==> src/hw/eba_pkg.sv <==
`default_nettype none
package eba_pkg;

    // ****************************************************************
    // Widths and array shape
    // ****************************************************************
    localparam int BUS_ADDR_W = 8;
    localparam int WORD_W = 8;
    localparam int LOW_ADDR_W = 3;
    localparam int ROW_BITS = 2;
    localparam int ROWS = 4;
    localparam int WORD_ADDR_W = LOW_ADDR_W + ROW_BITS;
    localparam int SYNC_STAGES = 2;

    // ****************************************************************
    // Register offsets and fields
    // ****************************************************************
    localparam logic [7:0] CMD_OFFSET = 8'h00;
    localparam logic [7:0] ADDR_OFFSET = 8'h04;
    localparam logic [7:0] WDATA_OFFSET = 8'h08;
    localparam logic [7:0] STATUS_OFFSET = 8'h0c;
    localparam logic [7:0] RDATA_OFFSET = 8'h10;
    localparam int STATUS_READY_BIT = 0;
    localparam int STATUS_REFUSED_BIT = 1;
    localparam logic [1:0] OP_WRITE = 2'h0;
    localparam logic [1:0] OP_READ = 2'h1;
    localparam logic [1:0] OP_COUNT = 2'h2;
    localparam logic [1:0] RESP_OKAY = 2'h0;
    localparam logic [1:0] RESP_SLVERR = 2'h2;
    localparam logic [4:0] ADDR_RESET = 5'h00;
    localparam logic [7:0] WORD_RESET = 8'h00;

    // ****************************************************************
    // Pin timing
    // ****************************************************************
    localparam int CLK_NS = 20;
    localparam int ADDR_SETUP_NS = 45;
    localparam int WE_WIDTH_NS = 30;
    localparam int ADDR_HOLD_NS = 20;
    localparam int READ_ACCESS_NS = 60;
    localparam int SETUP_CYC = (ADDR_SETUP_NS + CLK_NS - 1) / CLK_NS;
    localparam int PULSE_CYC = (WE_WIDTH_NS + CLK_NS - 1) / CLK_NS;
    localparam int HOLD_CYC = (ADDR_HOLD_NS + CLK_NS - 1) / CLK_NS;
    localparam int READ_CYC = (READ_ACCESS_NS + CLK_NS - 1) / CLK_NS
        + SYNC_STAGES;

    // ****************************************************************
    // Types
    // ****************************************************************
    typedef struct packed {
        logic [ROWS-1:0] row_select_line;
        logic [LOW_ADDR_W-1:0] addr;
        logic write_enable;
        logic [WORD_W-1:0] wdata;
        logic count_guard_switch;
    } eba_pins_type;

    function automatic logic reg_hit(input logic [BUS_ADDR_W-1:0] a);
        reg_hit = (a == CMD_OFFSET) || (a == ADDR_OFFSET) ||
            (a == WDATA_OFFSET) || (a == STATUS_OFFSET) ||
            (a == RDATA_OFFSET);
    endfunction

endpackage
`default_nettype wire

==> src/hw/eba_host.sv <==
// What this block does
// - At most one row select asserted
// - Words move bit-parallel across a row
// - Low bits to all rows, rows AND-decoded
// - Ready flag set on request, cleared when serviced
// - Cycle shorter than half byte period
// - Guard inactive while counter select changes
`timescale 1ns/1ps
`default_nettype none
module eba_host (
    input wire logic aclk,
    input wire logic aresetn,
    input wire logic [7:0] awaddr,
    input wire logic awvalid,
    output logic awready,
    input wire logic [31:0] wdata,
    input wire logic [3:0] wstrb,
    input wire logic wvalid,
    output logic wready,
    output logic [1:0] bresp,
    output logic bvalid,
    input wire logic bready,
    input wire logic [7:0] araddr,
    input wire logic arvalid,
    output logic arready,
    output logic [31:0] rdata,
    output logic [1:0] rresp,
    output logic rvalid,
    input wire logic rready,
    output var eba_pkg::eba_pins_type pins_q,
    input wire logic [7:0] mem_rdata
);

    // ****************************************************************
    // Register bus
    // ****************************************************************
    typedef enum logic [2:0] {
        ST_IDLE,
        ST_SETUP,
        ST_PULSE,
        ST_HOLD
    } eba_state_type;

    logic reg_wr;
    logic [7:0] reg_waddr;
    logic [31:0] reg_wdata;
    logic [3:0] reg_wstrb;
    logic [31:0] rd_data;
    logic [7:0] mem_rdata_s;

    eba_axil u_axil (
        .aclk(aclk),
        .aresetn(aresetn),
        .awaddr(awaddr),
        .awvalid(awvalid),
        .awready(awready),
        .wdata(wdata),
        .wstrb(wstrb),
        .wvalid(wvalid),
        .wready(wready),
        .bresp(bresp),
        .bvalid(bvalid),
        .bready(bready),
        .araddr(araddr),
        .arvalid(arvalid),
        .arready(arready),
        .rdata(rdata),
        .rresp(rresp),
        .rvalid(rvalid),
        .rready(rready),
        .reg_wr(reg_wr),
        .reg_waddr(reg_waddr),
        .reg_wdata(reg_wdata),
        .reg_wstrb(reg_wstrb),
        .rd_data(rd_data)
    );

    // Shared read node arrives from outside the clock domain
    eba_sync #(.WIDTH(eba_pkg::WORD_W)) u_sync (
        .aclk(aclk),
        .aresetn(aresetn),
        .din(mem_rdata),
        .dout(mem_rdata_s)
    );

    // ****************************************************************
    // Operation state
    // ****************************************************************
    eba_state_type state_q, state_d;
    logic [2:0] cnt_q, cnt_d;
    logic [1:0] op_q, op_d;
    logic [4:0] addr_q, addr_d;
    logic [4:0] op_addr_q, op_addr_d;
    logic [7:0] wbyte_q, wbyte_d;
    logic [7:0] op_data_q, op_data_d;
    logic [7:0] rbyte_q, rbyte_d;
    logic ready_q, ready_d;
    logic refused_q, refused_d;
    eba_pkg::eba_pins_type pins_d;
    logic [eba_pkg::ROWS-1:0] row_dec;
    logic low_wr, cmd_wr, cmd_ok, refuse_now;

    // One row line per combination of the upper address bits
    function automatic logic [3:0] row_onehot(input logic [1:0] upper);
        row_onehot = 4'h1 << upper;
    endfunction

    genvar gi;
    generate
        for (gi = 0; gi < eba_pkg::ROWS; gi++) begin : g_row
            assign row_dec[gi] = (op_addr_q[4:3] == 2'(gi));
        end
    endgenerate

    always_comb begin
        rd_data = 32'h0;
        if (araddr == eba_pkg::ADDR_OFFSET) begin
            rd_data = {27'h0, addr_q};
        end else if (araddr == eba_pkg::WDATA_OFFSET) begin
            rd_data = {24'h0, wbyte_q};
        end else if (araddr == eba_pkg::STATUS_OFFSET) begin
            rd_data = {30'h0, refused_q, ready_q};
        end else if (araddr == eba_pkg::RDATA_OFFSET) begin
            rd_data = {24'h0, rbyte_q};
        end
    end

    always_comb begin
        low_wr = reg_wr && reg_wstrb[0];
        cmd_wr = low_wr && (reg_waddr == eba_pkg::CMD_OFFSET);
        cmd_ok = cmd_wr && !ready_q && (reg_wdata[1:0] != 2'h3);
        refuse_now = cmd_wr && !cmd_ok;
        state_d = state_q;
        cnt_d = cnt_q + 3'h1;
        op_d = op_q;
        op_addr_d = op_addr_q;
        op_data_d = op_data_q;
        addr_d = addr_q;
        wbyte_d = wbyte_q;
        rbyte_d = rbyte_q;
        ready_d = ready_q;
        refused_d = refused_q;
        if (low_wr && reg_waddr == eba_pkg::ADDR_OFFSET) begin
            addr_d = reg_wdata[4:0];
        end else if (low_wr && reg_waddr == eba_pkg::WDATA_OFFSET) begin
            wbyte_d = reg_wdata[7:0];
        end else if (low_wr && reg_waddr == eba_pkg::STATUS_OFFSET) begin
            if (reg_wdata[eba_pkg::STATUS_REFUSED_BIT]) begin
                refused_d = 1'b0;
            end
        end
        // Set wins over a clear in the same cycle
        if (refuse_now) begin
            refused_d = 1'b1;
        end
        case (state_q)
            ST_IDLE: begin
                cnt_d = 3'h0;
                if (cmd_ok) begin
                    ready_d = 1'b1;
                    op_d = reg_wdata[1:0];
                    op_addr_d = addr_q;
                    op_data_d = wbyte_q;
                    state_d = ST_SETUP;
                end
            end
            ST_SETUP: begin
                if (op_q == eba_pkg::OP_READ) begin
                    if (cnt_q == 3'(eba_pkg::READ_CYC - 1)) begin
                        rbyte_d = mem_rdata_s;
                        ready_d = 1'b0;
                        state_d = ST_IDLE;
                    end
                end else if (cnt_q == 3'(eba_pkg::SETUP_CYC - 1)) begin
                    cnt_d = 3'h0;
                    state_d = ST_PULSE;
                end
            end
            ST_PULSE: begin
                if (cnt_q == 3'(eba_pkg::PULSE_CYC - 1)) begin
                    cnt_d = 3'h0;
                    state_d = ST_HOLD;
                end
            end
            ST_HOLD: begin
                if (cnt_q == 3'(eba_pkg::HOLD_CYC - 1)) begin
                    ready_d = 1'b0;
                    state_d = ST_IDLE;
                end
            end
            default: begin
                state_d = ST_IDLE;
            end
        endcase
    end

    // ****************************************************************
    // Pin drive
    // ****************************************************************
    always_comb begin
        pins_d.row_select_line = '0;
        pins_d.addr = pins_q.addr;
        pins_d.write_enable = 1'b0;
        pins_d.wdata = pins_q.wdata;
        pins_d.count_guard_switch = 1'b0;
        if (state_d != ST_IDLE) begin
            pins_d.row_select_line = row_onehot(op_addr_d[4:3]);
            pins_d.addr = op_addr_d[2:0];
            pins_d.wdata = op_data_d;
        end
        if (state_d == ST_PULSE && op_d == eba_pkg::OP_WRITE) begin
            pins_d.write_enable = 1'b1;
        end
        if (state_d == ST_PULSE && op_d == eba_pkg::OP_COUNT) begin
            pins_d.count_guard_switch = 1'b1;
        end
    end

    always_ff @(posedge aclk) begin
        if (!aresetn) begin
            state_q <= ST_IDLE;
            cnt_q <= 3'h0;
            op_q <= eba_pkg::OP_WRITE;
            addr_q <= eba_pkg::ADDR_RESET;
            op_addr_q <= eba_pkg::ADDR_RESET;
            wbyte_q <= eba_pkg::WORD_RESET;
            op_data_q <= eba_pkg::WORD_RESET;
            rbyte_q <= eba_pkg::WORD_RESET;
            ready_q <= 1'b0;
            refused_q <= 1'b0;
            pins_q <= '0;
        end else begin
            state_q <= state_d;
            cnt_q <= cnt_d;
            op_q <= op_d;
            addr_q <= addr_d;
            op_addr_q <= op_addr_d;
            wbyte_q <= wbyte_d;
            op_data_q <= op_data_d;
            rbyte_q <= rbyte_d;
            ready_q <= ready_d;
            refused_q <= refused_d;
            pins_q <= pins_d;
        end
    end

    // ****************************************************************
    // Checks
    // ****************************************************************
    row_onehot_a: assert property (
        @(posedge aclk) disable iff (!aresetn)
        $onehot0(pins_q.row_select_line))
        else $error("more than one row selected");

    row_decode_a: assert property (
        @(posedge aclk) disable iff (!aresetn)
        (pins_q.row_select_line != 4'h0) |->
        (pins_q.row_select_line == row_dec))
        else $error("row select does not match upper address");

    low_addr_a: assert property (
        @(posedge aclk) disable iff (!aresetn)
        (pins_q.row_select_line != 4'h0) |->
        (pins_q.addr == op_addr_q[2:0]))
        else $error("low address differs from operation address");

    write_data_a: assert property (
        @(posedge aclk) disable iff (!aresetn)
        $rose(pins_q.write_enable) |->
        (pins_q.wdata == op_data_q) && $stable(pins_q.wdata))
        else $error("write word not stable at pulse");

    write_hold_a: assert property (
        @(posedge aclk) disable iff (!aresetn)
        $fell(pins_q.write_enable) |->
        $stable(pins_q.row_select_line) && (pins_q.row_select_line != 4'h0))
        else $error("select dropped with write enable");

    guard_stable_a: assert property (
        @(posedge aclk) disable iff (!aresetn)
        pins_q.count_guard_switch |->
        $stable(pins_q.addr) && $stable(pins_q.row_select_line))
        else $error("counter select moved while guard active");

    guard_width_a: assert property (
        @(posedge aclk) disable iff (!aresetn)
        $rose(pins_q.count_guard_switch) |->
        pins_q.count_guard_switch[*2] ##1
        (!pins_q.count_guard_switch && (pins_q.row_select_line != 4'h0)))
        else $error("guard width or trailing select wrong");

    ready_set_a: assert property (
        @(posedge aclk) disable iff (!aresetn)
        cmd_ok |=> ready_q ##1 (pins_q.row_select_line != 4'h0))
        else $error("accepted order did not raise ready");

    ready_bound_a: assert property (
        @(posedge aclk) disable iff (!aresetn)
        $rose(ready_q) |-> ##[5:6] !ready_q)
        else $error("ready not cleared in time");

    refuse_a: assert property (
        @(posedge aclk) disable iff (!aresetn)
        refuse_now |=> refused_q && $stable(op_addr_q))
        else $error("busy order not flagged");

    write_cov: cover property (@(posedge aclk) $rose(pins_q.write_enable));
    read_cov: cover property (@(posedge aclk)
        $fell(ready_q) && op_q == eba_pkg::OP_READ);
    count_cov: cover property (@(posedge aclk)
        $rose(pins_q.count_guard_switch));
    refuse_cov: cover property (@(posedge aclk) refuse_now);

endmodule
`default_nettype wire

==> src/hw/eba_sync.sv <==
`timescale 1ns/1ps
`default_nettype none
module eba_sync #(
    parameter int WIDTH = 8
) (
    input wire logic aclk,
    input wire logic aresetn,
    input wire logic [WIDTH-1:0] din,
    output logic [WIDTH-1:0] dout
);

    logic [WIDTH-1:0] meta_q;
    logic [WIDTH-1:0] meta_d;
    logic [WIDTH-1:0] dout_d;

    always_comb begin
        meta_d = din;
        dout_d = meta_q;
    end

    always_ff @(posedge aclk) begin
        if (!aresetn) begin
            meta_q <= '0;
            dout <= '0;
        end else begin
            meta_q <= meta_d;
            dout <= dout_d;
        end
    end

endmodule
`default_nettype wire

==> src/hw/eba_axil.sv <==
`timescale 1ns/1ps
`default_nettype none
module eba_axil (
    input wire logic aclk,
    input wire logic aresetn,
    input wire logic [7:0] awaddr,
    input wire logic awvalid,
    output logic awready,
    input wire logic [31:0] wdata,
    input wire logic [3:0] wstrb,
    input wire logic wvalid,
    output logic wready,
    output logic [1:0] bresp,
    output logic bvalid,
    input wire logic bready,
    input wire logic [7:0] araddr,
    input wire logic arvalid,
    output logic arready,
    output logic [31:0] rdata,
    output logic [1:0] rresp,
    output logic rvalid,
    input wire logic rready,
    output logic reg_wr,
    output logic [7:0] reg_waddr,
    output logic [31:0] reg_wdata,
    output logic [3:0] reg_wstrb,
    input wire logic [31:0] rd_data
);

    logic awready_d, wready_d, bvalid_d, arready_d, rvalid_d, reg_wr_d;
    logic [1:0] bresp_d, rresp_d;
    logic [7:0] reg_waddr_d;
    logic [31:0] reg_wdata_d, rdata_d;
    logic [3:0] reg_wstrb_d;

    always_comb begin
        awready_d = awready;
        wready_d = wready;
        bvalid_d = bvalid;
        bresp_d = bresp;
        reg_wr_d = 1'b0;
        reg_waddr_d = reg_waddr;
        reg_wdata_d = reg_wdata;
        reg_wstrb_d = reg_wstrb;
        arready_d = arready;
        rvalid_d = rvalid;
        rdata_d = rdata;
        rresp_d = rresp;
        if (awvalid && awready) begin
            reg_waddr_d = awaddr;
            awready_d = 1'b0;
        end
        if (wvalid && wready) begin
            reg_wdata_d = wdata;
            reg_wstrb_d = wstrb;
            wready_d = 1'b0;
        end
        if (bvalid && bready) begin
            bvalid_d = 1'b0;
        end
        // Both halves held and no response pending
        if (!awready && !wready && !bvalid) begin
            reg_wr_d = 1'b1;
            bvalid_d = 1'b1;
            bresp_d = eba_pkg::reg_hit(reg_waddr) ? eba_pkg::RESP_OKAY :
                eba_pkg::RESP_SLVERR;
            awready_d = 1'b1;
            wready_d = 1'b1;
        end
        if (arvalid && arready) begin
            arready_d = 1'b0;
            rvalid_d = 1'b1;
            rdata_d = rd_data;
            rresp_d = eba_pkg::reg_hit(araddr) ? eba_pkg::RESP_OKAY :
                eba_pkg::RESP_SLVERR;
        end
        if (rvalid && rready) begin
            rvalid_d = 1'b0;
            arready_d = 1'b1;
        end
    end

    always_ff @(posedge aclk) begin
        if (!aresetn) begin
            awready <= 1'b1;
            wready <= 1'b1;
            bvalid <= 1'b0;
            bresp <= eba_pkg::RESP_OKAY;
            reg_wr <= 1'b0;
            reg_waddr <= '0;
            reg_wdata <= '0;
            reg_wstrb <= '0;
            arready <= 1'b1;
            rvalid <= 1'b0;
            rdata <= '0;
            rresp <= eba_pkg::RESP_OKAY;
        end else begin
            awready <= awready_d;
            wready <= wready_d;
            bvalid <= bvalid_d;
            bresp <= bresp_d;
            reg_wr <= reg_wr_d;
            reg_waddr <= reg_waddr_d;
            reg_wdata <= reg_wdata_d;
            reg_wstrb <= reg_wstrb_d;
            arready <= arready_d;
            rvalid <= rvalid_d;
            rdata <= rdata_d;
            rresp <= rresp_d;
        end
    end

endmodule
`default_nettype wire

==> config.mk <==
export PLATFORM = sky130hd
export DESIGN_NAME = eba_host
export DESIGN_NICKNAME = d
export VERILOG_FILES = /design/src/hw/eba_pkg.sv /design/src/hw/eba_host.sv /design/src/hw/eba_sync.sv /design/src/hw/eba_axil.sv
export SDC_FILE = /design/constraint.sdc
export NUM_CORES = 1
export LEC_CHECK = 0
export ABC_AREA = 1
export BUFFER_PORTS_ARGS = -buffer_cell sky130_fd_sc_hd__buf_4
export CORE_MARGIN = 4
export CORE_UTILIZATION = 50
export CTS_CLUSTER_DIAMETER = 80
export DETAILED_ROUTE_END_ITERATION = 10
export PLACE_DENSITY_LB_ADDON = 0.15
export SETUP_SLACK_MARGIN = 0.02
export SLEW_MARGIN = 30
export SYNTH_ARGS = -nofsm -noshare
export SYNTH_HDL_FRONTEND = slang
export SYNTH_SLANG_ARGS = --single-unit
==> constraint.sdc <==
create_clock -name aclk -period 1.7 [get_ports aclk]
set_input_delay 0.34 -clock aclk [delete_from_list [all_inputs] [get_ports aclk]]
set_output_delay 0.34 -clock aclk [all_outputs]
set_load 0.02 [all_outputs]
Word level (Yosys, flattened, before mapping). Index checks and enable logic that the tools add are counted.

Reductions and logical operators: 47. Shift operators: 1. Bitwise operators: 2. Muxes and demuxes: 38. Equality and inequality tests: 24. $add $sub $neg: 1.

Operator list (number): two-way mux 8 bit (6); == test 8 x 4 -> 1 bit, second input constant (4); two-way mux 3 bit (9); logical AND 1 bit (17); == test 8 x 3 -> 1 bit, second input constant (2); == test 8 x 5 -> 1 bit, second input constant (2); logical NOT 8 bit (2); two-way mux 1 bit (14); inequality test 2 bit, second input constant (7); == test 3 x 2 -> 1 bit, second input constant (4); one-hot mux 3 bit (4 select lines) (1); two-way mux 5 bit (2); one-hot mux 3 bit (3 select lines) (1); logical OR 1 bit (8); two-way mux 2 bit (4); == test 3 x 1 -> 1 bit, second input constant (2); logical NOT 3 bit (2); nonzero test 2 bit (3); nonzero test 3 bit (2); logical NOT 1 bit (5); AND reduction 5 bit (1); AND reduction 2 bit (2); AND reduction 4 bit (1); OR reduction 2 bit (2); 9 further kinds (10).

Output and inout bits: 58. Input bits: 67. Register bits after elaboration: 136. Word-level logic and storage cells: 142.

Logic depth before layout (Yosys ltp).
Depth in word-level cells: 9. Gate-level depth with buffers: 13. Gate-level depth less buffers: 13.

Hierarchy. A second synthesis with hierarchy kept.

Cell total of the unflattened synthesis: 835. Area total of the unflattened synthesis: 6359.8 µm².

By module, submodules not included: eba_axil (cells an instance 375, times used 1, seq. area each 1681.6 µm², area an instance 2965.3 µm²); eba_host (cells an instance 410, times used 1, seq. area each 1221.2 µm², area an instance 2910.3 µm²); eba_sync (cells an instance 50, times used 1, seq. area each 320.3 µm², area an instance 484.2 µm²).

Least setup slack after synthesis. OpenSTA, ideal clock, no wires.

Kind: register to register. Start point: register cnt_q[0]. End point: register pins_q[10] (netlist name). Period minus slack after synthesis: 1.509 ns. Path slack: 0.191 ns. Data arrival time: 1.398 ns. Buffers on the path: 1. Required time: 1.589 ns. Library setup time: 0.111 ns. Stages on the path, launching flop included: 14. Cells stage by stage: dfxtp_1 inv_1 ha_1 nand2_1 inv_1 nand2_1 nand2_1 nor2_1 nor2_4 nand2_2 nor2_2 buf_6 nor2_1 nor2_1.

Longest elaborated chain between the ends: 5. Elaborated cells between the ends (all ways): 11. Classes of those cells: eq/ne: 3; mux: 6; reduce/logical: 2.

Ends and longest elaborated chain: start: declaration (RTL line eba_host.sv:90) `logic [2:0] cnt_q, cnt_d;`; start signal: assignment (RTL line eba_host.sv:234) `cnt_q <= cnt_d;`; == test 3 x 2 -> 1 bit or == test 3 bit (tied branches) (RTL line eba_host.sv:174, eba_host.sv:169); two-way mux 3 bit, on equally long branches (RTL line eba_host.sv:174, eba_host.sv:169); two-way mux 3 bit (RTL line eba_host.sv:168) `if (op_q == eba_pkg::OP_READ) begin`; one-hot mux 3 bit (4 select lines) * (RTL line eba_host.sv:156) `case (state_q)`; nonzero test 3 bit * (RTL line eba_host.sv:206) `if (state_d != ST_IDLE) begin`; end signal: assignment (RTL line eba_host.sv:243) `pins_q <= pins_d;`; end: declaration (RTL line eba_host.sv:30) `output var eba_pkg::eba_pins_type pins_q,`.

Mark *: on every way between the ends. The rest lies on a longest branch, timed or not. A chain may end at the register's enable or synchronous reset.

Worst setup path after layout.
Start point: register cnt_q[1]. End point: register pins_q[16] (netlist name).

Longest elaborated chain between the ends: 6. Elaborated cells between the ends (all ways): 12. Classes of those cells: eq/ne: 3; mux: 6; reduce/logical: 3.

Ends and longest elaborated chain (RTL line): == test 3 x 2 -> 1 bit or == test 3 bit (tied branches) (eba_host.sv:174, eba_host.sv:169); two-way mux 3 bit, on equally long branches (eba_host.sv:174, eba_host.sv:169); two-way mux 3 bit (eba_host.sv:168); one-hot mux 3 bit (4 select lines) * (eba_host.sv:156); nonzero test 3 bit * (eba_host.sv:206); AND reduction 2 bit (no line) *.

Marks and branches as above.

==> summary.md <==
| Metric | Value |
|---|---|
| H-Tree Depth | `3` |
| DRT Pass-1 Iters | `4` |
| First-pass GRT wire length | `15800 um` |
| Die width | `105 um` |
| Clock Tree Buf Depth | `2` |
| Worst hold margin | `0.142 ns` |
| # diodes | `0` |
| Post-synthesis register bit count | `110` |
| Element type at the critical path end | `register` |
| Starting density of the core | `51.1%` |
| CP Data Arrival Time | `1.86 ns` |
| Synth top area cells | `dfxtp_1 47%, nand2_1 8.5%, nor2_1 7.5%` |
| Worst Skew | `0.0108 ns` |
| Clock sink count | `110` |
| Outcome | `finished, final reports clean` |
| Final setup viols | `0` |
| Unrepaired setup endpoints after global routing | `true` |
| Dominant cell type by area after synthesis | `dfxtp_1` |
| Slew Limit Fails | `0` |
| DPL Wire Length | `7100 um` |
| TritonCTS clock tree | `built` |
| Worst skew pair latency | `0.37 ns` |
| Area occupied by multi-input gates | `2030 um^2` |
| Largest net degree at the start of global routing | `42` |
| Ys Warns | `0` |
| CP Max Fanout | `4` |
| Number of global-route vias before repair | `3426` |
| Most common cell after layout, fill and taps aside | `dfxtp_1` |
| Routed len/inst | `11.4 um` |
| DR vias | `3955` |
| Final worst slack | `0.112 ns` |
| Final-report hold violation count | `0` |
| Grt ovf | `0` |
| Power Dens Cells | `846 nW/um^2` |
| CTS Hold Bufs | `0` |
| GR Util met3 | `2.94%` |
| # IOs | `125` |
| DR DRC count | `0` |
| Area grow syn2layout | `18.3%` |
| Vias per inst | `4.70` |
| Nets@finish | `778` |
| MaxCap Viol Count | `0` |
| GP Congestion | `0.867` |
| Worst-case vdd ir drop | `0.000513 V` |
| Num CTS Buffers | `9` |
| Die Ht | `105 um` |
| Share of cells above drive strength 1 | `20.2%` |
| WP data required | `1.97 ns` |
| Highest-count cells in the layout ignoring fill and taps | `108 x dfxtp_1, 105 x nand2_1, 92 x nor2_1, 88 x buf_4, 72 x inv_1` |
| Most Used Layer, Global Route | `met2` |
| Worst-path clk slew | `0.11 ns` |
| Post-synthesis cell count | `627` |
| ANT nets after route | `0` |
| Fin crit period | `1.59 ns` |
| Hold Path Class | `in -> reg` |
| M1 GR Usage | `22.9%` |
| Mapped Avg Cell Area | `7.54 um^2` |
| Count of cell types in the netlist | `37` |
| Crit start category | `register` |
| Register Area | `2200 um^2` |
| Fill cell count | `837` |
| CTS root buffer | `clkbuf_8` |
| Peak Freq | `630 MHz` |
| Fin crit share | `93.4%` |
| Final core utilization | `60.5%` |
| PortBufs | `71` |
| Overall Global Routing Usage | `17.1%` |
| WS Path Type | `reg -> reg` |
| Yosys top cell area share | `46.6%` |
| Met2 global-route usage | `27.5%` |
| Pleak | `2.66 nW` |
| Sequential area share after synthesis | `46.6%` |
| Place WS | `-0.0395 ns` |
| Initial DRC Count | `174` |
| Synth Cell Area | `4730 um^2` |
| Die area | `11100 um^2` |
| Cell Rows | `35` |
| Antenna violations before repair | `0` |
| Drt total wl | `9610 um` |
| Area of the core | `9240 um^2` |
==> sequential cells by signal, indices dropped and copies added (netlist names), 2 cells and up <==
register / count
state_q: 3
cnt_q: 3
u_axil.reg_waddr: 8
u_axil.reg_wdata: 8
rbyte_q: 8
op_data_q: 8
op_addr_q: 5
u_axil.rdata: 8
pins_q: 17
op_q: 2
addr_q: 5
wbyte_q: 8
u_sync.dout_d: 8
u_sync.dout: 8
==> layer usage <==
metal | part of all wire, % | vias up | wire [um]
met5 | 0 | - | 0
met4 | 1.9 | 0 | 187
met3 | 5.1 | 16 | 490
met2 | 47 | 97 | 4520
met1 | 46 | 1738 | 4410
li1 | - | 2104 | -
==> through the flow <==
stage               instances  instance area (um^2)  power [mW]  TNS (ns)
floorplan                 653                  4820        3.10         0
global placement          819                  5310        3.22         0
detailed placement        819                  5310        3.23    -0.343
CTS                       835                  5510        4.77         0
global route              841                  5590        4.94    -0.238
finish                    841                  5590        4.73         0
==> power by group <==
group	total, mW	internal [mW]	leakage (nW)	switching, mW
logic	0.479	0.177	1.66	0.301
clock network	1.55	0.613	0.102	0.935
registers	2.70	2.66	0.897	0.0473
total	4.73	3.45	2.66	1.28
==> area by class of cell <==
class | instances | area share (%)
inverter | 78 | 5.24
multi-input combinational | 417 | 36.2
clock buffer | 10 | 2.46
clock inverter | 6 | 1.03
sequential | 110 | 39.4
tap | 129 | 2.89
timing repair buffer | 91 | 12.7
==> cells by family after synthesis <==
kind of cell | synth area share (%)
AOI/OAI and AO/OA | 12.7
xor gates and xnor gates | 0.185
adders and majority gates | 1.06
buffers and inverters | 13.5
DFF | 46.6
other | 0.0794
and+or+nand+nor | 25.9
==> synth_stat cells <==
master and n:
o21ai_0 45, clkbuf_1 11, dfxtp_1 110, nor3_1 6, a211oi_1 8, nor4_1 1
inv_2 3, and3_1 4, a21oi_1 46, conb_1 1, nand2_1 107, buf_12 1
o21a_1 1, buf_6 5, nand2_2 4, o21ai_2 6, nand3_2 1, ha_1 4
nor3b_2 1, or2_2 1, a31oi_1 2, nor2_4 4, nor2_1 94, xnor2_1 1
buf_2 4, nand3_1 23, nand4_4 1, nor3_2 1, o21ai_1 1, clkinv_1 2
nand4_1 14, inv_1 73, buf_4 27, nor2_2 6, o31ai_1 1, buf_1 1
and2_1 6
==> timing repair <==
action                                  4_1_cts  5_1_grt
resized for setup                             2       11
endpoints found under the setup margin       12       28
setup buffers                                 0        5
cloned                                        0        1
pin swaps                                     0        4
==> path summary, 6_finish.rpt <==
| path | start | to | slack [ns] | cells after the start |
|---|---|---|---|---|
| min | mem_rdata[4] | u_sync.dout_d[4]$_SDFF_PN0_ | 0.14 | 3 |
| min reg2reg | u_sync.dout_d[0]$_SDFF_PN0_ | u_sync.dout[0]$_SDFF_PN0_ | 0.42 | 2 |
| max | cnt_q[1]$_SDFF_PN0_ | pins_q[16]$_SDFF_PN0_ | 0.11 | 12 |
| max reg2reg | cnt_q[1]$_SDFF_PN0_ | pins_q[16]$_SDFF_PN0_ | 0.11 | 12 |
==> worst max-delay path, cell delays in order (launching register included) <==
cell and delay, ns:
dfxtp_2 0.33, buf_4 0.13, ha_1 0.19, nand2_1 0.09, inv_1 0.06, nand2_1 0.08, nor2_1 0.06, nor2_2 0.14
inv_2 0.10, nand2_1 0.12, nand2_2 0.07, nand2_1 0.09, nor2_1 0.05
(Power assumes the default switching activity.)
